--- config.mk ---
export PLATFORM = sky130hd
export DESIGN_NAME = system_clock_ratio_unit
export DESIGN_NICKNAME = d
export VERILOG_FILES = /design/src/rtl/clock_ratio_pkg.sv /design/src/rtl/pll_lock_timer.sv /design/src/rtl/system_clock_ratio_unit.sv /design/src/rtl/unit_clock_divider.sv
export SDC_FILE = /design/constraint.sdc
export NUM_CORES = 1
export LEC_CHECK = 0
export BUFFER_PORTS_ARGS = -buffer_cell sky130_fd_sc_hd__buf_2
export CORE_MARGIN = 1.5
export CORE_UTILIZATION = 40
export DETAILED_ROUTE_END_ITERATION = 10
export PLACE_DENSITY = 0.68
export SYNTH_ARGS = -nofsm -noshare
export SYNTH_HDL_FRONTEND = slang
export SYNTH_SLANG_ARGS = --single-unit
--- constraint.sdc ---
create_clock -name aclk -period 8.2 [get_ports aclk]
set_input_delay 0.82 -clock aclk [delete_from_list [all_inputs] [get_ports aclk]]
set_output_delay 0.82 -clock aclk [all_outputs]
set_load 0.005 [all_outputs]
--- src/rtl/clock_ratio_pkg.sv ---
/*
 Constants for the system clock ratio unit: register map, field layout,
 reset values, hard-coded reset options and timing counts.
 Assumes a 10 MHz register clock that stands in for the fastest internal clock.
*/
// Functional notes
// - System clock equals input times (1+div) times multiplier
// - Host mode: sync times (1+div) is input
// - Core clock multiplies system clock by core ratio
// - Config word loaded at reset or from option
// - Memory clock scaled, then halved for bus pins
// - Memory data moves at internal memory rate
// - Local bus clock scaled, then divided for pins
// - Local bus divider follows divide field
// - Local bus runs at half, quarter, eighth
// - Software may change unit ratios after reset
// - Ethernet, I2C, security, USB start at third
// - PCI and DMA full rate or off only
package clock_ratio_pkg;

    // ************************************************************
    // Register map
    // ************************************************************
    localparam logic [7:0] ADDR_CONFIG_WORD = 8'h00;
    localparam logic [7:0] ADDR_LB_CONFIG = 8'h04;
    localparam logic [7:0] ADDR_UNIT_RATIO = 8'h08;
    localparam logic [7:0] ADDR_STATUS = 8'h0C;
    localparam logic [7:0] ADDR_MULTIPLIERS = 8'h10;

    // ************************************************************
    // Field layout of the reset configuration word
    // ************************************************************
    localparam int LB_RATIO_BIT = 31;
    localparam int MEM_RATIO_BIT = 30;
    localparam int SYSTEM_PLL_MULTIPLIER_LSB = 24;
    localparam int SYSTEM_PLL_MULTIPLIER_W = 4;
    localparam int CORE_LSB = 16;
    localparam int CORE_W = 7;

    // Unit ratio codes and unit order
    localparam int NUM_UNITS = 6;
    localparam int UNIT_PCI_DMA = 5;
    localparam logic [1:0] RATIO_OFF = 2'h0;
    localparam logic [1:0] RATIO_FULL = 2'h1;
    localparam logic [1:0] RATIO_THIRD = 2'h3;
    localparam logic [11:0] UNIT_RATIO_RESET = 12'h7FF;
    localparam logic [1:0] LB_DIVIDE_RESET = 2'h0;

    // Hard-coded reset options; the values are arbitrary defaults
    localparam logic [31:0] HARD_OPTION [4] = '{
        32'h0404_0000, 32'h8404_0000, 32'h4304_0000, 32'hC204_0000};

    // ************************************************************
    // Timing
    // ************************************************************
    localparam int CLOCK_NS = 100;
    localparam int PLL_LOCK_NS = 100000;
    localparam int PLL_LOCK_CYCLES = PLL_LOCK_NS / CLOCK_NS;
    localparam int STRAP_SETTLE = 3;

endpackage : clock_ratio_pkg

--- src/rtl/pll_lock_timer.sv ---
/*
 Lock timer standing in for a PLL: reports lock a fixed time after start.
 Assumes start stays high while the lock is wanted.
*/
`timescale 1ns/1ps
module pll_lock_timer #(
    parameter int LOCK_CYCLES = 1000
) (
    input wire logic aclk,
    input wire logic aresetn,
    input wire logic start,
    output logic locked
);
    logic [15:0] count_reg;

    always_ff @(posedge aclk) begin
        if (!aresetn || !start) begin
            count_reg <= 16'h0;
        end else if (count_reg != 16'(LOCK_CYCLES)) begin
            count_reg <= count_reg + 16'h1;
        end
    end

    always_ff @(posedge aclk) begin
        if (!aresetn) begin
            locked <= 1'b0;
        end else begin
            locked <= start && (count_reg == 16'(LOCK_CYCLES));
        end
    end
endmodule : pll_lock_timer

--- src/rtl/system_clock_ratio_unit.sv ---
/*
 System clock ratio unit: reset word capture, PLL lock sequencing, memory and
 local bus clock dividers, per-unit clock enables and an AXI4-Lite slave.
 Assumes aclk stands for the fastest internal clock; the system bus clock is
 modelled as every second aclk cycle, so ratio 1 of a 2x clock is every cycle.
*/
`timescale 1ns/1ps
module system_clock_ratio_unit #(
    parameter int LOCK_CYCLES = clock_ratio_pkg::PLL_LOCK_CYCLES
) (
    input wire logic aclk,
    input wire logic aresetn,
    input wire logic [31:0] reset_config_word_low,
    input wire logic [2:0] reset_option_strap,
    input wire logic input_divide_strap,
    input wire logic pci_host_strap,
    input wire logic awvalid,
    output logic awready,
    input wire logic [7:0] awaddr,
    input wire logic [2:0] awprot,
    input wire logic wvalid,
    output logic wready,
    input wire logic [31:0] wdata,
    input wire logic [3:0] wstrb,
    output logic bvalid,
    input wire logic bready,
    output logic [1:0] bresp,
    input wire logic arvalid,
    output logic arready,
    input wire logic [7:0] araddr,
    input wire logic [2:0] arprot,
    output logic rvalid,
    input wire logic rready,
    output logic [31:0] rdata,
    output logic [1:0] rresp,
    output logic clocks_ready,
    output logic [15:0] csb_multiplier,
    output logic [15:0] primary_to_csb_multiplier,
    output logic [15:0] core_multiplier,
    output logic csb_clock_enable,
    output logic memory_bus_clock_out,
    output logic memory_bus_clock_out_n,
    output logic memory_data_strobe,
    output logic local_bus_clock_out,
    output logic local_bus_sync_out,
    output logic [5:0] unit_clock_enable
);
    typedef enum {ST_LOAD, ST_LOCK, ST_RUN} seq_state_t;

    // ************************************************************
    // Strap synchronisers
    // ************************************************************
    logic [36:0] strap_meta_reg;
    logic [36:0] strap_sync_reg;

    always_ff @(posedge aclk) begin
        strap_meta_reg <= {reset_config_word_low, reset_option_strap,
                           input_divide_strap, pci_host_strap};
        strap_sync_reg <= strap_meta_reg;
    end

    // ************************************************************
    // Reset sequence
    // ************************************************************
    seq_state_t state_reg;
    logic [1:0] settle_reg;
    logic [31:0] config_word_reg;
    logic divide_reg;
    logic host_reg;
    logic pll_locked;
    logic running;

    assign running = (state_reg == ST_RUN);

    always_ff @(posedge aclk) begin
        if (!aresetn) begin
            settle_reg <= 2'h0;
        end else if (state_reg == ST_LOAD) begin
            settle_reg <= settle_reg + 2'h1;
        end
    end

    always_ff @(posedge aclk) begin
        if (!aresetn) begin
            state_reg <= ST_LOAD;
        end else begin
            case (state_reg)
                ST_LOAD: begin
                    if (settle_reg == 2'(clock_ratio_pkg::STRAP_SETTLE)) begin
                        state_reg <= ST_LOCK;
                    end
                end
                ST_LOCK: begin
                    if (pll_locked) begin
                        state_reg <= ST_RUN;
                    end
                end
                ST_RUN: state_reg <= ST_RUN;
                default: state_reg <= ST_LOAD;
            endcase
        end
    end

    // Word is caught once the straps have settled, never straight from the pins
    always_ff @(posedge aclk) begin
        if (!aresetn) begin
            config_word_reg <= 32'h0;
            divide_reg <= 1'b0;
            host_reg <= 1'b0;
        end else if (state_reg == ST_LOAD &&
                     settle_reg == 2'(clock_ratio_pkg::STRAP_SETTLE)) begin
            config_word_reg <= strap_sync_reg[4] ?
                clock_ratio_pkg::HARD_OPTION[strap_sync_reg[3:2]] :
                strap_sync_reg[36:5];
            divide_reg <= strap_sync_reg[1];
            host_reg <= strap_sync_reg[0];
        end
    end

    pll_lock_timer #(
        .LOCK_CYCLES(LOCK_CYCLES)
    ) u_lock (
        .aclk(aclk),
        .aresetn(aresetn),
        .start(state_reg == ST_LOCK || running),
        .locked(pll_locked)
    );

    // ************************************************************
    // Multipliers
    // ************************************************************
    logic [3:0] system_pll_multiplier;
    logic [6:0] core_ratio;
    logic [5:0] csb_mult;

    assign system_pll_multiplier = config_word_reg[clock_ratio_pkg::SYSTEM_PLL_MULTIPLIER_LSB +: clock_ratio_pkg::SYSTEM_PLL_MULTIPLIER_W];
    assign core_ratio = config_word_reg[clock_ratio_pkg::CORE_LSB +: clock_ratio_pkg::CORE_W];
    assign csb_mult = 6'({1'b0, divide_reg} + 2'h1) * 6'(system_pll_multiplier);

    always_ff @(posedge aclk) begin
        if (!aresetn) begin
            csb_multiplier <= 16'h0;
            primary_to_csb_multiplier <= 16'h0;
            core_multiplier <= 16'h0;
        end else begin
            csb_multiplier <= 16'(csb_mult);
            // Host mode: sync input times (1+div) is the primary clock
            primary_to_csb_multiplier <= host_reg ? 16'(system_pll_multiplier) : 16'(csb_mult);
            core_multiplier <= 16'(csb_mult) * 16'(core_ratio);
        end
    end

    // ************************************************************
    // Clock ticks and bus clock dividers
    // ************************************************************
    logic phase_reg;
    logic csb_tick;
    logic mem_tick;
    logic lb_tick;
    logic [1:0] lb_divide_reg;
    logic [1:0] lb_count_reg;
    logic [1:0] lb_half;

    always_ff @(posedge aclk) begin
        if (!aresetn || !running) begin
            phase_reg <= 1'b0;
        end else begin
            phase_reg <= !phase_reg;
        end
    end

    assign csb_tick = running && phase_reg;
    assign mem_tick = running && (config_word_reg[clock_ratio_pkg::MEM_RATIO_BIT] || phase_reg);
    assign lb_tick = running && (config_word_reg[clock_ratio_pkg::LB_RATIO_BIT] || phase_reg);
    // Code 0,1,2 gives half, quarter, eighth; code 3 falls back to eighth
    assign lb_half = (lb_divide_reg == 2'h0) ? 2'h0 :
                     (lb_divide_reg == 2'h1) ? 2'h1 : 2'h3;

    always_ff @(posedge aclk) begin
        if (!aresetn) begin
            csb_clock_enable <= 1'b0;
            memory_bus_clock_out <= 1'b0;
            memory_bus_clock_out_n <= 1'b1;
            memory_data_strobe <= 1'b0;
            clocks_ready <= 1'b0;
        end else begin
            csb_clock_enable <= csb_tick;
            clocks_ready <= running;
            memory_data_strobe <= mem_tick;
            if (mem_tick) begin
                memory_bus_clock_out <= !memory_bus_clock_out;
                memory_bus_clock_out_n <= memory_bus_clock_out;
            end
        end
    end

    always_ff @(posedge aclk) begin
        if (!aresetn || !running) begin
            lb_count_reg <= 2'h0;
            local_bus_clock_out <= 1'b0;
            local_bus_sync_out <= 1'b0;
        end else if (lb_tick) begin
            if (lb_count_reg >= lb_half) begin
                lb_count_reg <= 2'h0;
                local_bus_clock_out <= !local_bus_clock_out;
                local_bus_sync_out <= !local_bus_clock_out;
            end else begin
                lb_count_reg <= lb_count_reg + 2'h1;
            end
        end
    end

    // ************************************************************
    // Unit clock enables
    // ************************************************************
    logic [11:0] unit_ratio_reg;

    genvar u;
    generate
        for (u = 0; u < clock_ratio_pkg::NUM_UNITS; u++) begin : g_unit
            unit_clock_divider u_div (
                .aclk(aclk),
                .aresetn(aresetn),
                .run(running),
                .tick_in(csb_tick),
                .ratio_sel(unit_ratio_reg[2*u +: 2]),
                .enable_out(unit_clock_enable[u])
            );
        end
    endgenerate

    // ************************************************************
    // AXI4-Lite slave
    // ************************************************************
    logic aw_full_reg;
    logic w_full_reg;
    logic [7:0] aw_addr_reg;
    logic [31:0] w_data_reg;
    logic [3:0] w_strb_reg;
    logic do_write;

    assign do_write = aw_full_reg && w_full_reg && !bvalid;

    always_ff @(posedge aclk) begin
        if (!aresetn) begin
            awready <= 1'b0;
            aw_full_reg <= 1'b0;
            aw_addr_reg <= 8'h0;
        end else if (awvalid && awready) begin
            awready <= 1'b0;
            aw_full_reg <= 1'b1;
            aw_addr_reg <= awaddr;
        end else if (do_write) begin
            aw_full_reg <= 1'b0;
        end else if (!aw_full_reg && !bvalid) begin
            awready <= 1'b1;
        end
    end

    always_ff @(posedge aclk) begin
        if (!aresetn) begin
            wready <= 1'b0;
            w_full_reg <= 1'b0;
            w_data_reg <= 32'h0;
            w_strb_reg <= 4'h0;
        end else if (wvalid && wready) begin
            wready <= 1'b0;
            w_full_reg <= 1'b1;
            w_data_reg <= wdata;
            w_strb_reg <= wstrb;
        end else if (do_write) begin
            w_full_reg <= 1'b0;
        end else if (!w_full_reg && !bvalid) begin
            wready <= 1'b1;
        end
    end

    always_ff @(posedge aclk) begin
        if (!aresetn) begin
            bvalid <= 1'b0;
            bresp <= 2'h0;
        end else if (do_write) begin
            bvalid <= 1'b1;
            bresp <= (aw_addr_reg == clock_ratio_pkg::ADDR_LB_CONFIG ||
                      aw_addr_reg == clock_ratio_pkg::ADDR_UNIT_RATIO) ? 2'h0 : 2'h2;
        end else if (bready) begin
            bvalid <= 1'b0;
        end
    end

    // Ratio writes take effect only after the reset sequence has finished
    always_ff @(posedge aclk) begin
        if (!aresetn) begin
            unit_ratio_reg <= clock_ratio_pkg::UNIT_RATIO_RESET;
            lb_divide_reg <= clock_ratio_pkg::LB_DIVIDE_RESET;
        end else if (do_write && running && w_strb_reg[0]) begin
            if (aw_addr_reg == clock_ratio_pkg::ADDR_UNIT_RATIO) begin
                // PCI and DMA complex keeps only off or full rate
                unit_ratio_reg <= {1'b0, w_data_reg[10], w_data_reg[9:0]};
            end
            if (aw_addr_reg == clock_ratio_pkg::ADDR_LB_CONFIG) begin
                lb_divide_reg <= w_data_reg[1:0];
            end
        end
    end

    logic [31:0] read_word;

    always_comb begin
        read_word = 32'h0;
        case (araddr)
            clock_ratio_pkg::ADDR_CONFIG_WORD: read_word = config_word_reg;
            clock_ratio_pkg::ADDR_LB_CONFIG: read_word = {30'h0, lb_divide_reg};
            clock_ratio_pkg::ADDR_UNIT_RATIO: read_word = {20'h0, unit_ratio_reg};
            clock_ratio_pkg::ADDR_STATUS: read_word = {28'h0, host_reg, divide_reg,
                                                       pll_locked, running};
            clock_ratio_pkg::ADDR_MULTIPLIERS: read_word = {core_multiplier, csb_multiplier};
            default: read_word = 32'h0;
        endcase
    end

    always_ff @(posedge aclk) begin
        if (!aresetn) begin
            arready <= 1'b0;
            rvalid <= 1'b0;
            rdata <= 32'h0;
            rresp <= 2'h0;
        end else if (arvalid && arready) begin
            arready <= 1'b0;
            rvalid <= 1'b1;
            rdata <= read_word;
            rresp <= (araddr[1:0] != 2'h0 || araddr > clock_ratio_pkg::ADDR_MULTIPLIERS) ?
                     2'h2 : 2'h0;
        end else if (rvalid && rready) begin
            rvalid <= 1'b0;
        end else if (!rvalid) begin
            arready <= 1'b1;
        end
    end
endmodule : system_clock_ratio_unit

--- src/rtl/unit_clock_divider.sv ---
/*
 Per-unit clock enable divider: passes every first, second or third tick.
 Assumes tick_in is a one-cycle pulse on aclk.
*/
`timescale 1ns/1ps
module unit_clock_divider (
    input wire logic aclk,
    input wire logic aresetn,
    input wire logic run,
    input wire logic tick_in,
    input wire logic [1:0] ratio_sel,
    output logic enable_out
);
    logic [1:0] count_reg;

    always_ff @(posedge aclk) begin
        if (!aresetn || !run) begin
            count_reg <= 2'h0;
        end else if (tick_in) begin
            count_reg <= (count_reg >= ratio_sel - 2'h1) ? 2'h0 : count_reg + 2'h1;
        end
    end

    always_ff @(posedge aclk) begin
        if (!aresetn) begin
            enable_out <= 1'b0;
        end else begin
            enable_out <= run && tick_in && (count_reg == 2'h0) && (ratio_sel != 2'h0);
        end
    end
endmodule : unit_clock_divider

==> run_summary.xml, run 1 <==
<?xml version="1.0" encoding="UTF-8"?>
<metrics>
  <group name="place">
    <metric name="hpwlAfterDp" unit="um">17100</metric>
    <metric name="last_weighted_congestion_value_of_the_routability_driven_placer" unit="">0.844</metric>
    <metric name="count_of_buffers_inserted_at_the_top_level_ports" unit="">148</metric>
  </group>
  <group name="clock_network">
    <metric name="worst_setup_hold_path_clk_slew" unit="ns">0.06</metric>
    <metric name="clk_latency" unit="ns">0.53</metric>
    <metric name="root_buffer" unit="">clkbuf_16</metric>
    <metric name="cts.sinks" unit="">255</metric>
    <metric name="holdBufCountCts" unit="">0</metric>
    <metric name="postCtsSetupBuffers" unit="">0</metric>
    <metric name="h-tree-depth" unit="">1</metric>
    <metric name="cts_inserted_buffers" unit="">28</metric>
    <metric name="post_cts_resize_count" unit="">0</metric>
    <metric name="ctsLongestPathBuffers" unit="">3</metric>
    <metric name="tritoncts_clock_tree" unit="">built</metric>
  </group>
  <group name="global_route">
    <metric name="first_global_vias" unit="">7472</metric>
    <metric name="groute.usage.overall" unit="">0.175</metric>
    <metric name="grt_antenna_before_repair" unit="">2</metric>
    <metric name="largest_net_degree_at_the_start_of_global_routing" unit="">62</metric>
    <metric name="global_route_wire_length_before_repair" unit="um">37800</metric>
    <metric name="globalRoute.totalOverflow" unit="">0</metric>
  </group>
  <group name="floorplan">
    <metric name="fp.coreArea" unit="sq um">25900</metric>
    <metric name="num_io_pins" unit="">204</metric>
    <metric name="dieArea" unit="sq um">27300</metric>
    <metric name="core.rowCount" unit="">59</metric>
    <metric name="die_y" unit="um">165</metric>
    <metric name="start_util" unit="">0.406</metric>
    <metric name="die_x" unit="um">165</metric>
  </group>
  <group name="finish">
    <metric name="areaGrowthSynthToFinish" unit="%">17.4</metric>
    <metric name="post_route_cells_drive_above_1_share" unit="">0.178</metric>
    <metric name="layout.nets" unit="">1387</metric>
    <metric name="layout.core_utilization" unit="">0.476</metric>
    <metric name="final.fill_count" unit="">2441</metric>
  </group>
  <group name="synthesis">
    <metric name="synthFlopType" unit="">dfxtp_1</metric>
    <metric name="syn_area" unit="sq um">10500</metric>
    <metric name="yosysSeqAreaShare" unit="">0.486</metric>
    <metric name="synthArstFlopShare" unit="">0</metric>
    <metric name="netlist_instances" unit="">1086</metric>
    <metric name="yosys_reg_bits" unit="">255</metric>
    <metric name="post_synth.cell_area_avg" unit="sq um">9.68</metric>
    <metric name="edff_count_synth" unit="">0</metric>
    <metric name="synthesis.yosys.warnings" unit="">0</metric>
    <metric name="yosysUniqueCellTypes" unit="">58</metric>
  </group>
  <group name="power">
    <metric name="leakage" unit="uW">0.00547</metric>
    <metric name="netSwitchingFraction" unit="">0.236</metric>
    <metric name="pwr-share-comb" unit="">0.067</metric>
    <metric name="p_clk_frac" unit="">0.462</metric>
    <metric name="worst_ir_drop_vdd" unit="mV">0.190</metric>
    <metric name="switching_power" unit="uW">666</metric>
    <metric name="p_int" unit="uW">2150</metric>
    <metric name="power_density" unit="nW/um^2">228</metric>
    <metric name="share_seq_of_total_power" unit="">0.471</metric>
  </group>
  <group name="timing">
    <metric name="fin_worst_hold_slack" unit="ns">0.323</metric>
    <metric name="hold_viol" unit="">0</metric>
    <metric name="max_freq" unit="GHz">0.214</metric>
    <metric name="tightest_slew_margin_relative_to_the_limit" unit="">0.497</metric>
    <metric name="worstMarginPinSlew" unit="ns">0.755</metric>
    <metric name="unrepaired_setup_endpoints_after_global_routing" unit="">false</metric>
    <metric name="clock-skew-final" unit="ns">0.0120</metric>
    <metric name="report.final.slew_viol_count" unit="">0</metric>
    <metric name="finalCritPeriodShare" unit="">0.571</metric>
    <metric name="final_period_minus_worst_setup_slack" unit="ns">4.68</metric>
    <metric name="report.final.setup_viol" unit="">0</metric>
    <metric name="fin_tns_setup" unit="ns">0</metric>
  </group>
  <group name="setup_path">
    <metric name="worst_setup_path_end_kind" unit="">flip-flop</metric>
    <metric name="crit_chain" unit="">mux2_2, ha_1, and2_1, fa_1, inv_1, fa_1, fa_1, inv_1, ha_1, a211oi_1, o21ai_0, a21oi_1, mux2i_1</metric>
    <metric name="worst_path_most_repeated_cell" unit="">fa_1</metric>
    <metric name="worst-endpoint-required" unit="ns">8.66</metric>
    <metric name="cpPeakStageDelay" unit="ns">0.61</metric>
    <metric name="critPathArrivalTime" unit="ns">5.14</metric>
    <metric name="timing.setup.critical_path_class" unit="">flip-flop to flip-flop</metric>
    <metric name="timing.critical_path.slowest_stage_cell" unit="">dfxtp_1</metric>
    <metric name="sort_of_element_at_the_start_of_the_critical_path" unit="">flip-flop</metric>
    <metric name="worstPathMaxFanout" unit="">13</metric>
  </group>
  <group name="drt">
    <metric name="average_detailed_routed_wire_length_per_instance" unit="um">15.2</metric>
    <metric name="route.detailed.drc" unit="">0</metric>
    <metric name="drt_pre_antenna_iters" unit="">4</metric>
    <metric name="ant_nets" unit="">0</metric>
    <metric name="drt_first_iter_violations" unit="">449</metric>
    <metric name="routed_wl" unit="um">23900</metric>
    <metric name="via_count" unit="">7692</metric>
    <metric name="routed_via_density" unit="">4.90</metric>
  </group>
  <group name="flow_run">
    <metric name="drv_cap" unit="">0</metric>
  </group>
  <group name="status">
    <metric name="outcome" unit="">finished clean</metric>
  </group>
  <group name="min_path">
    <metric name="min_path_type" unit="">flip-flop to flip-flop</metric>
  </group>
</metrics>
path summary, 6_finish.rpt:
check               startpoint                 end  slack [ns]  depth (start not counted)
max                 divide_reg  core_multiplier[9]        3.52                         13
max reg2reg         divide_reg  core_multiplier[9]        3.52                         13
min reg2reg  strap_meta_reg[0]   strap_sync_reg[0]        0.32                          0
min          strap_meta_reg[0]   strap_sync_reg[0]        0.32                          0
routing by layer:
layer  share of wire  global-route usage  vias up  routed length [um]
met5         0.00054                   0        -                  13
met4           0.023              0.0495        2                 538
li1                -                   -     3877                   -
met1            0.47               0.235     3610               11200
met2            0.46               0.289      166               10900
met3           0.050              0.0280       37                1200
power groups by stage:
stage / sequential, uW / combinational (uW) / clock [uW]
6_report: 1330 / 189 / 1300
5_1_grt: 1330 / 214 / 1380
4_1_cts: 1330 / 190 / 1330
3_5_place_dp: 1360 / 188 / 0
3_3_place_gp: 1350 / 184 / 0
2_1_floorplan: 1340 / 138 / 0
cell usage after synthesis (2+ instances only):
cell / number / share of area
fa_1: 21 / 0.040
a31oi_1: 4 / 0.0024
a2bb2oi_1: 18 / 0.015
a211o_1: 2 / 0.0017
a211oi_1: 11 / 0.0079
nor3b_1: 8 / 0.0057
nor4_1: 3 / 0.0018
nand3b_1: 28 / 0.020
or3_1: 3 / 0.0018
o211ai_1: 2 / 0.0014
mux2_2: 2 / 0.0021
xor2_1: 8 / 0.0067
mux4_2: 2 / 0.0043
nor4b_1: 2 / 0.0017
a21oi_1: 73 / 0.035
a22o_1: 10 / 0.0083
dfxtp_1: 255 / 0.49
nor2b_1: 4 / 0.0024
buf_2: 12 / 0.0057
mux2i_1: 41 / 0.039
o2111ai_1: 2 / 0.0017
nor3_1: 8 / 0.0038
o21ai_0: 38 / 0.018
nand4_1: 5 / 0.0030
inv_1: 71 / 0.025
ha_1: 53 / 0.063
and3_1: 11 / 0.0065
a22oi_1: 10 / 0.0071
buf_4: 32 / 0.023
nand3_1: 44 / 0.021
and2_1: 35 / 0.021
clkbuf_1: 39 / 0.014
nand2_1: 111 / 0.040
nor2_1: 66 / 0.024
nand2b_1: 20 / 0.012
o21a_1: 2 / 0.0014
xnor2_1: 9 / 0.0075
critical path, delay by kind of cell (launching register included):
kind,cells,cell delay [ns]
adder cells (fa/ha/maj),5,2.33
buffers and inverters,2,0.09
AND/OR/NAND/NOR,1,0.24
flip-flops,1,0.61
AO/OA/AOI/OAI,3,0.75
multiplexers,2,0.59
per-stage QoR:
stage	instance area, sq um	total power, uW	cells	setup WS, ns
after CTS	12300	2850	1568	3.55
final	12300	2820	1569	3.52
after global routing	12300	2930	1569	3.20
after floorplan	10600	1480	1111	3.93
after global placement	11400	1540	1516	3.62
after detailed placement	11400	1540	1516	3.57
cells in the final DEF (no fill, tap or decap), types with 4 or more instances in the layout:
cell type,Yosys,layout
a211oi_1,11,11
buf_4,32,6
and3_1,11,11
buf_2,12,148
dfxtp_1,255,255
a2bb2oi_1,18,18
and2_1,35,35
nand4_1,5,5
clkbuf_16,0,29
xnor2_1,9,9
bufinv_16,0,4
a21oi_1,73,73
mux2i_1,41,41
xor2_1,8,8
fa_1,21,21
nor2_1,66,66
inv_1,71,70
clkinvlp_4,0,5
nand3b_1,28,28
conb_1,1,26
nor3_1,8,8
a31oi_1,4,4
nor2b_1,4,4
nand3_1,44,44
a22oi_1,10,10
ha_1,53,53
a22o_1,10,10
o21ai_0,38,38
nand2_1,111,111
clkinv_2,0,8
nor3b_1,8,8
nand2b_1,20,20
final cells by class:
type / count / area (sq um) / share of cell area
clock buffer: 31 / 753 / 0.0610
tap: 335 / 419 / 0.0340
timing repair buffer: 154 / 786 / 0.0637
multi-input combinational: 701 / 4780 / 0.387
sequential: 255 / 5100 / 0.414
clock inverter: 21 / 233 / 0.0189
antenna: 1 / 2.50 / 0.000203
inverter: 71 / 267 / 0.0216
kinds of logic after synthesis:
group                    after synthesis  share of synthesized area
AO/OA/AOI/OAI                        179                      0.105
XOR/XNOR                              17                     0.0142
flip-flops                           255                      0.486
multiplexers                          45                     0.0455
buffers and inverters                155                     0.0689
other                                  1                   0.000357
AND/OR/NAND/NOR                      360                      0.177
adder cells (fa/ha/maj)               74                      0.103
Power figures use the tool's default switching activity.
==> run 2: changes to the inputs <==
- ABC_AREA: default -> 1
- clock period: 8.2 -> 4.5 ns (I/O delays scaled with it)
==> run 2 against run 1 <==
  * Register-to-register slack got worse by 3.1 ns
  * Worst hold slack worse by 0.30 ns
  * Global-route usage is 1.5 points higher
  * Clock power up 77%
  * Non-clock buffer count rose by 27
  * Via count increased by 13%
  * Largest power group unchanged
==> run_summary.xml, run 2 <==
<?xml version="1.0" encoding="UTF-8"?>
<metrics>
  <group name="synthesis">
    <metric name="yosysSeqAreaShare" unit="">0.484</metric>
    <metric name="post-synth-top-count-cell" unit="">nand2_1</metric>
    <metric name="post_synth.cell_area_avg" unit="sq um">8.16</metric>
    <metric name="edff_count_synth" unit="">0</metric>
    <metric name="netlist_instances" unit="">1293</metric>
    <metric name="synthArstFlopShare" unit="">0</metric>
    <metric name="synth_top_cells_by_count" unit="">nand2_1 (298), dfxtp_1 (255), inv_1 (150)</metric>
    <metric name="syn_area" unit="sq um">10600</metric>
    <metric name="yosysTopAreaCellShare" unit="">0.484</metric>
    <metric name="synthFlopType" unit="">dfxtp_1</metric>
    <metric name="netlist.top_cell.by_area" unit="">dfxtp_1</metric>
    <metric name="yosys_reg_bits" unit="">255</metric>
    <metric name="synthTopCellsByArea" unit="">dfxtp_1 (48%), nand2_1 (11%), ha_1 (6.3%), inv_1 (5.3%), nor2_1 (4.4%)</metric>
    <metric name="yosysUniqueCellTypes" unit="">43</metric>
    <metric name="synthesis.yosys.warnings" unit="">0</metric>
  </group>
  <group name="min_path">
    <metric name="hp-start" unit="">reset_config_word_low[27]</metric>
    <metric name="min_path_type" unit="">input pin to flip-flop</metric>
    <metric name="hold-path-endpoint" unit="">strap_meta_reg[32]</metric>
    <metric name="hold_depth" unit="">1</metric>
  </group>
  <group name="drt">
    <metric name="route.detailed.drc" unit="">0</metric>
    <metric name="via_count" unit="">8682</metric>
    <metric name="routed_via_density" unit="">4.79</metric>
    <metric name="drt_first_iter_violations" unit="">568</metric>
    <metric name="routed_wl" unit="um">25800</metric>
    <metric name="ant_nets" unit="">0</metric>
    <metric name="drt_pre_antenna_iters" unit="">5</metric>
    <metric name="average_detailed_routed_wire_length_per_instance" unit="um">14.2</metric>
  </group>
  <group name="timing">
    <metric name="final_period_minus_worst_setup_slack" unit="ns">4.08</metric>
    <metric name="finalWorstSetupSlack" unit="ns">0.418</metric>
    <metric name="unrepaired_setup_endpoints_after_global_routing" unit="">false</metric>
    <metric name="clock-skew-final" unit="ns">0.0300</metric>
    <metric name="report.final.slew_viol_count" unit="">0</metric>
    <metric name="finalCritPeriodShare" unit="">0.907</metric>
    <metric name="tightest_slew_margin_relative_to_the_limit" unit="">0.275</metric>
    <metric name="fin_tns_setup" unit="ns">0</metric>
    <metric name="report.final.setup_viol" unit="">0</metric>
    <metric name="worstMarginPinSlew" unit="ns">1.09</metric>
    <metric name="hold_viol" unit="">0</metric>
    <metric name="max_freq" unit="GHz">0.245</metric>
  </group>
  <group name="clock_network">
    <metric name="cts.sinks" unit="">255</metric>
    <metric name="ctsLongestPathBuffers" unit="">3</metric>
    <metric name="tritoncts_clock_tree" unit="">built</metric>
    <metric name="postCtsSetupBuffers" unit="">0</metric>
    <metric name="h-tree-depth" unit="">1</metric>
    <metric name="worst_setup_hold_path_clk_slew" unit="ns">0.06</metric>
    <metric name="cts_inserted_buffers" unit="">28</metric>
    <metric name="clk_latency" unit="ns">0.55</metric>
    <metric name="root_buffer" unit="">clkbuf_16</metric>
    <metric name="post_cts_resize_count" unit="">0</metric>
    <metric name="holdBufCountCts" unit="">27</metric>
  </group>
  <group name="finish">
    <metric name="layout.core_utilization" unit="">0.485</metric>
    <metric name="post_route_cells_drive_above_1_share" unit="">0.159</metric>
    <metric name="layout.nets" unit="">1632</metric>
    <metric name="layout_commonest_cell" unit="">nand2_1</metric>
    <metric name="final_cell_count_no_fill" unit="">1812</metric>
    <metric name="layout.cells.most_common_list" unit="">nand2_1 (298), dfxtp_1 (255), inv_1 (150)</metric>
    <metric name="antenna_cells_inserted" unit="">0</metric>
    <metric name="areaGrowthSynthToFinish" unit="%">19.4</metric>
    <metric name="final_cell_area" unit="sq um">12600</metric>
  </group>
  <group name="power">
    <metric name="leakage" unit="uW">0.00601</metric>
    <metric name="worst_ir_drop_vdd" unit="mV">0.264</metric>
    <metric name="power_density" unit="nW/um^2">425</metric>
  </group>
  <group name="floorplan">
    <metric name="core.rowCount" unit="">59</metric>
    <metric name="dieArea" unit="sq um">27400</metric>
    <metric name="start_util" unit="">0.406</metric>
    <metric name="fp.coreArea" unit="sq um">26000</metric>
    <metric name="num_io_pins" unit="">204</metric>
    <metric name="die_y" unit="um">165</metric>
    <metric name="die_x" unit="um">165</metric>
  </group>
  <group name="setup_path">
    <metric name="worst_setup_path_end_kind" unit="">flip-flop</metric>
    <metric name="worst-endpoint-required" unit="ns">4.95</metric>
    <metric name="critical_path.reg2reg.endpoint" unit="">core_multiplier[8]</metric>
    <metric name="timing.critical_path.slowest_stage_cell" unit="">dfxtp_1</metric>
    <metric name="crit_chain" unit="">o21ai_0, ha_1, nand2_1, inv_1, fa_1, inv_1, fa_1, fa_1, inv_1, ha_1, nand2_1, nand3_1, a21oi_1, nand2_1, nand2_1, nor2_1</metric>
    <metric name="critPathArrivalTime" unit="ns">4.53</metric>
    <metric name="sort_of_element_at_the_start_of_the_critical_path" unit="">flip-flop</metric>
    <metric name="cpPeakStageDelay" unit="ns">0.59</metric>
    <metric name="critical_path.reg2reg.startpoint" unit="">divide_reg</metric>
    <metric name="worstRegToRegCells" unit="">16</metric>
    <metric name="regToRegSetupSlack" unit="ns">0.42</metric>
    <metric name="worst-path-buf-inv" unit="">3</metric>
    <metric name="timing.setup.critical_path_class" unit="">flip-flop to flip-flop</metric>
    <metric name="worstPathMaxFanout" unit="">14</metric>
    <metric name="timing.critical_path.max_delay_family" unit="">adder cells</metric>
    <metric name="worst_path_most_repeated_cell" unit="">nand2_1</metric>
  </group>
  <group name="global_route">
    <metric name="globalRoute.totalOverflow" unit="">0</metric>
    <metric name="first_global_vias" unit="">8258</metric>
    <metric name="largest_net_degree_at_the_start_of_global_routing" unit="">62</metric>
    <metric name="global_route_wire_length_before_repair" unit="um">41200</metric>
    <metric name="grt_antenna_before_repair" unit="">0</metric>
    <metric name="groute.usage.overall" unit="">0.190</metric>
  </group>
  <group name="place">
    <metric name="count_of_buffers_inserted_at_the_top_level_ports" unit="">148</metric>
    <metric name="place.detailed.instances" unit="">1734</metric>
    <metric name="last_weighted_congestion_value_of_the_routability_driven_placer" unit="">0.880</metric>
    <metric name="placedInstanceArea" unit="sq um">11400</metric>
    <metric name="hpwlAfterDp" unit="um">18900</metric>
    <metric name="dp_worst_setup_slack" unit="ns">0.404</metric>
  </group>
  <group name="flow_run">
    <metric name="drv_cap" unit="">0</metric>
  </group>
  <group name="status">
    <metric name="outcome" unit="">finished clean</metric>
  </group>
</metrics>
[run 2: changes by cell type in the layout (fill, tap and decap cells not counted), sizes merged, moves of 27 or more]
| cell | previous run | this run |
|---|---|---|
| nand2 | 111 | 306 |
| inv | 72 | 154 |
| nor2 | 66 | 136 |
| mux2i | 41 | 0 |
| nand3 | 44 | 81 |
| and2 | 35 | 0 |
| o21ai | 38 | 69 |
| dlygate4sd3 | 0 | 27 |
[run 2: worst max path at each step]
stage / startpoint / end / cells after the start
after floorplan: divide_reg / core_multiplier[8] / 18
after global placement: divide_reg / core_multiplier[8] / 16
after detailed placement: divide_reg / core_multiplier[8] / 16
after CTS: divide_reg / core_multiplier[8] / 16
after global routing: divide_reg / core_multiplier[8] / 16
final: divide_reg / core_multiplier[8] / 16
[run 2: metal layers]
metal / track usage / wire, um / vias to the layer above
met3: 0.0277 / 1370 / 52
met2: 0.322 / 12300 / 229
met1: 0.247 / 11300 / 4036
met4: 0.0662 / 770 / 0
li1: - / - / 4365
met5: 0 / 0 / -
[run 2: cell families (layout without fill, tap and decap cells)]
group,count (synthesis),in the layout,share of synthesized area
simple gates,550,550,0.220
other cells,1,26,0.000355
buf+inv,227,386,0.0990
compound gates,184,184,0.0933
fa+ha+maj,74,74,0.103
xor+xnor,2,2,0.00166
flops,255,255,0.484
[run 2: per-stage QoR]
step	hold WS, ns	power [uW]
floorplan	0.310	2890
global placement	0.313	3070
detailed placement	0.312	3090
CTS	0.000457	5420
global route	0.00469	5600
finish	0.0178	5360
[run 2: final cells by class]
type / count / area [sq um]
Clock buffer: 35 / 767
Clock inverter: 16 / 180
Fill cell: 2539 / 13400
Inverter: 154 / 578
Multi-Input combinational cell: 836 / 4500
Sequential cell: 255 / 5100
Tap cell: 335 / 419
Timing Repair Buffer: 181 / 1060
[run 2: power breakdown]
group	switching (uW)	internal, uW	total (uW)	leakage, uW
combinational	359	198	556	0.00346
sequential	105	2400	2500	0.00209
clock	919	1380	2300	0.000459
==> run 3: changes to the inputs <==
- SYNTH_HIERARCHICAL: default -> 1
- clock period: 4.5 -> 5.1 ns (I/O delays scaled with it)
==> run 3 against run 2 <==
  * Die area is 2.2% higher
  * Synthesized cell count is 2.6% higher
  * First-iteration DRC count is 25% lower
  * Power down 14%
==> run_summary.xml, run 3 <==
<?xml version="1.0" encoding="UTF-8"?>
<metrics>
  <group name="status">
    <metric name="outcome" unit="">finished clean</metric>
  </group>
  <group name="finish">
    <metric name="layout.area.seq" unit="sq um">5100</metric>
    <metric name="layout_commonest_cell" unit="">nand2_1</metric>
    <metric name="layout.cells.most_common_list" unit="">nand2_1 (276), dfxtp_1 (255), inv_1 (165)</metric>
    <metric name="post_route_cells_drive_above_1_share" unit="">0.164</metric>
    <metric name="final.fill_count" unit="">2613</metric>
    <metric name="final_cell_area" unit="sq um">12600</metric>
    <metric name="antenna_cells_inserted" unit="">0</metric>
    <metric name="areaGrowthSynthToFinish" unit="%">16.5</metric>
    <metric name="multi_input_area" unit="sq um">4730</metric>
    <metric name="layout.nets" unit="">1654</metric>
  </group>
  <group name="synthesis">
    <metric name="netlist.top_cell.by_area" unit="">dfxtp_1</metric>
    <metric name="yosysSeqAreaShare" unit="">0.473</metric>
    <metric name="synth_top_cells_by_count" unit="">nand2_1 (277), dfxtp_1 (255), inv_1 (166)</metric>
    <metric name="yosysTopAreaCellShare" unit="">0.473</metric>
    <metric name="yosysUniqueCellTypes" unit="">47</metric>
    <metric name="post_synth.cell_area_avg" unit="sq um">8.14</metric>
    <metric name="synthesis.yosys.warnings" unit="">6</metric>
    <metric name="edff_count_synth" unit="">0</metric>
    <metric name="netlist_instances" unit="">1327</metric>
    <metric name="synthArstFlopShare" unit="">0</metric>
    <metric name="synthFlopType" unit="">dfxtp_1</metric>
    <metric name="synthTopCellsByArea" unit="">dfxtp_1 (47%), nand2_1 (9.6%), ha_1 (6.1%), inv_1 (5.8%), nor2_1 (5.2%)</metric>
    <metric name="post-synth-top-count-cell" unit="">nand2_1</metric>
    <metric name="yosys_reg_bits" unit="">255</metric>
    <metric name="syn_area" unit="sq um">10800</metric>
  </group>
  <group name="setup_path">
    <metric name="critPathArrivalTime" unit="ns">4.40</metric>
    <metric name="worst-endpoint-required" unit="ns">5.53</metric>
    <metric name="worst_setup_path_end_kind" unit="">flip-flop</metric>
    <metric name="worstRegToRegCells" unit="">16</metric>
    <metric name="regToRegSetupSlack" unit="ns">1.13</metric>
    <metric name="critical_path.reg2reg.endpoint" unit="">core_multiplier[8]</metric>
    <metric name="critical_path.reg2reg.startpoint" unit="">divide_reg</metric>
    <metric name="worstPathMaxFanout" unit="">10</metric>
    <metric name="sort_of_element_at_the_start_of_the_critical_path" unit="">flip-flop</metric>
    <metric name="timing.setup.critical_path_class" unit="">flip-flop to flip-flop</metric>
  </group>
  <group name="min_path">
    <metric name="hp-start" unit="">reset_config_word_low[26]</metric>
    <metric name="min_path_type" unit="">input pin to flip-flop</metric>
    <metric name="hold-path-endpoint" unit="">strap_meta_reg[31]</metric>
    <metric name="hold_depth" unit="">1</metric>
  </group>
  <group name="floorplan">
    <metric name="start_util" unit="">0.411</metric>
    <metric name="fp.coreArea" unit="sq um">26300</metric>
    <metric name="die_y" unit="um">167</metric>
    <metric name="num_io_pins" unit="">204</metric>
    <metric name="core.rowCount" unit="">59</metric>
    <metric name="die_x" unit="um">167</metric>
    <metric name="dieArea" unit="sq um">28000</metric>
  </group>
  <group name="clock_network">
    <metric name="clk_latency" unit="ns">0.55</metric>
    <metric name="worst_setup_hold_path_clk_slew" unit="ns">0.06</metric>
    <metric name="tritoncts_clock_tree" unit="">built</metric>
    <metric name="cts_inserted_buffers" unit="">28</metric>
    <metric name="h-tree-depth" unit="">1</metric>
    <metric name="cts.sinks" unit="">255</metric>
    <metric name="postCtsSetupBuffers" unit="">0</metric>
    <metric name="root_buffer" unit="">clkbuf_16</metric>
    <metric name="holdBufCountCts" unit="">0</metric>
    <metric name="post_cts_resize_count" unit="">0</metric>
    <metric name="ctsLongestPathBuffers" unit="">3</metric>
  </group>
  <group name="timing">
    <metric name="fin_tns_setup" unit="ns">0</metric>
    <metric name="worstMarginPinSlew" unit="ns">1.09</metric>
    <metric name="unrepaired_setup_endpoints_after_global_routing" unit="">false</metric>
    <metric name="tightest_slew_margin_relative_to_the_limit" unit="">0.271</metric>
    <metric name="hold_viol" unit="">0</metric>
    <metric name="final_period_minus_worst_setup_slack" unit="ns">3.97</metric>
    <metric name="report.final.setup_viol" unit="">0</metric>
    <metric name="clock-skew-final" unit="ns">0.0217</metric>
    <metric name="finalWorstSetupSlack" unit="ns">1.13</metric>
    <metric name="finalCritPeriodShare" unit="">0.779</metric>
    <metric name="report.final.slew_viol_count" unit="">0</metric>
    <metric name="max_freq" unit="GHz">0.252</metric>
  </group>
  <group name="drt">
    <metric name="via_count" unit="">8736</metric>
    <metric name="average_detailed_routed_wire_length_per_instance" unit="um">14.1</metric>
    <metric name="routed_wl" unit="um">25900</metric>
    <metric name="drt_first_iter_violations" unit="">427</metric>
    <metric name="route.detailed.drc" unit="">0</metric>
    <metric name="routed_via_density" unit="">4.76</metric>
    <metric name="ant_nets" unit="">0</metric>
    <metric name="drt_pre_antenna_iters" unit="">4</metric>
  </group>
  <group name="global_route">
    <metric name="global_route_wire_length_before_repair" unit="um">41800</metric>
    <metric name="grt_antenna_before_repair" unit="">0</metric>
    <metric name="largest_net_degree_at_the_start_of_global_routing" unit="">49</metric>
    <metric name="first_global_vias" unit="">8219</metric>
    <metric name="groute.usage.overall" unit="">0.184</metric>
    <metric name="globalRoute.totalOverflow" unit="">0</metric>
  </group>
  <group name="place">
    <metric name="last_weighted_congestion_value_of_the_routability_driven_placer" unit="">0.899</metric>
    <metric name="dp_worst_setup_slack" unit="ns">1.15</metric>
    <metric name="hpwlAfterDp" unit="um">18900</metric>
    <metric name="count_of_buffers_inserted_at_the_top_level_ports" unit="">148</metric>
    <metric name="placedInstanceArea" unit="sq um">11700</metric>
  </group>
  <group name="power">
    <metric name="power_density" unit="nW/um^2">367</metric>
    <metric name="share_seq_of_total_power" unit="">0.476</metric>
    <metric name="worst_ir_drop_vdd" unit="mV">0.237</metric>
    <metric name="leakage" unit="uW">0.00612</metric>
    <metric name="p_int" unit="uW">3380</metric>
    <metric name="p_clk_frac" unit="">0.410</metric>
    <metric name="pwr-share-comb" unit="">0.113</metric>
    <metric name="netSwitchingFraction" unit="">0.267</metric>
    <metric name="switching_power" unit="uW">1230</metric>
  </group>
  <group name="flow_run">
    <metric name="drv_cap" unit="">0</metric>
  </group>
</metrics>
## run 3: area by class of cell
class | instances | share of cell area
clock buffer | 38 | 0.0627
sequential | 255 | 0.406
inverter | 177 | 0.0528
timing repair buffer | 154 | 0.0625
multi-input combinational | 862 | 0.376
tap | 335 | 0.0333
clock inverter | 14 | 0.00696
## run 3: worst max-delay path by stage
stage | start | end | slack (ns) | cells past startpoint
2_1_floorplan | divide_reg | core_multiplier[10] | 1.50 | 17
6_report | divide_reg | core_multiplier[8] | 1.13 | 16
4_1_cts | divide_reg | core_multiplier[8] | 1.13 | 16
3_3_place_gp | divide_reg | core_multiplier[10] | 1.21 | 16
3_5_place_dp | divide_reg | core_multiplier[8] | 1.15 | 16
5_1_grt | divide_reg | core_multiplier[10] | 0.89 | 16
## run 3: critical path, stage by stage, from the launching register on
cell	delay, ns
dfxtp_1	0.57
inv_2	0.09
or2_2	0.29
o21ai_2	0.16
nor2_1	0.11
fa_1	0.55
inv_1	0.05
fa_1	0.46
fa_1	0.54
inv_1	0.04
ha_1	0.36
nand2_1	0.10
nand3_1	0.14
a21oi_1	0.22
nand2_1	0.07
nand2_1	0.06
nor2_1	0.04
## run 3: cell families (layout without fill, tap and decap cells)
group	Yosys count	after routing	synth area share
AND/OR/NAND/NOR	575	575	0.233
AO/OA/AOI/OAI	175	175	0.0895
adder cells (fa/ha/maj)	74	74	0.100
buffers and inverters	243	383	0.101
other	2	35	0.000696
flip-flops	255	255	0.473
XOR/XNOR	3	3	0.00243
## run 3: power groups by stage
stage / combinational [uW] / clock, uW / sequential (uW)
after floorplan: 371 / 0 / 2220
after global placement: 509 / 0 / 2240
after detailed placement: 522 / 0 / 2240
after CTS: 525 / 1940 / 2200
after global routing: 592 / 2020 / 2210
final: 524 / 1890 / 2200
## run 3: routing by layer
layer	GRT usage	part of all wire	up-vias
met3	0.0284	0.055	36
met5	0	0	-
met2	0.299	0.45	239
met1	0.252	0.48	4012
met4	0.0548	0.021	0
li1	-	-	4449
## run 3: through the flow
stage	std cells	total power, uW	util	hold WS [ns]
finish	1835	4620	0.479	0.0611
global route	1835	4830	0.479	0.0407
CTS	1835	4660	0.479	0.0412
detailed placement	1783	2760	0.445	0.312
global placement	1783	2750	0.445	0.310
floorplan	1360	2590	-	0.310
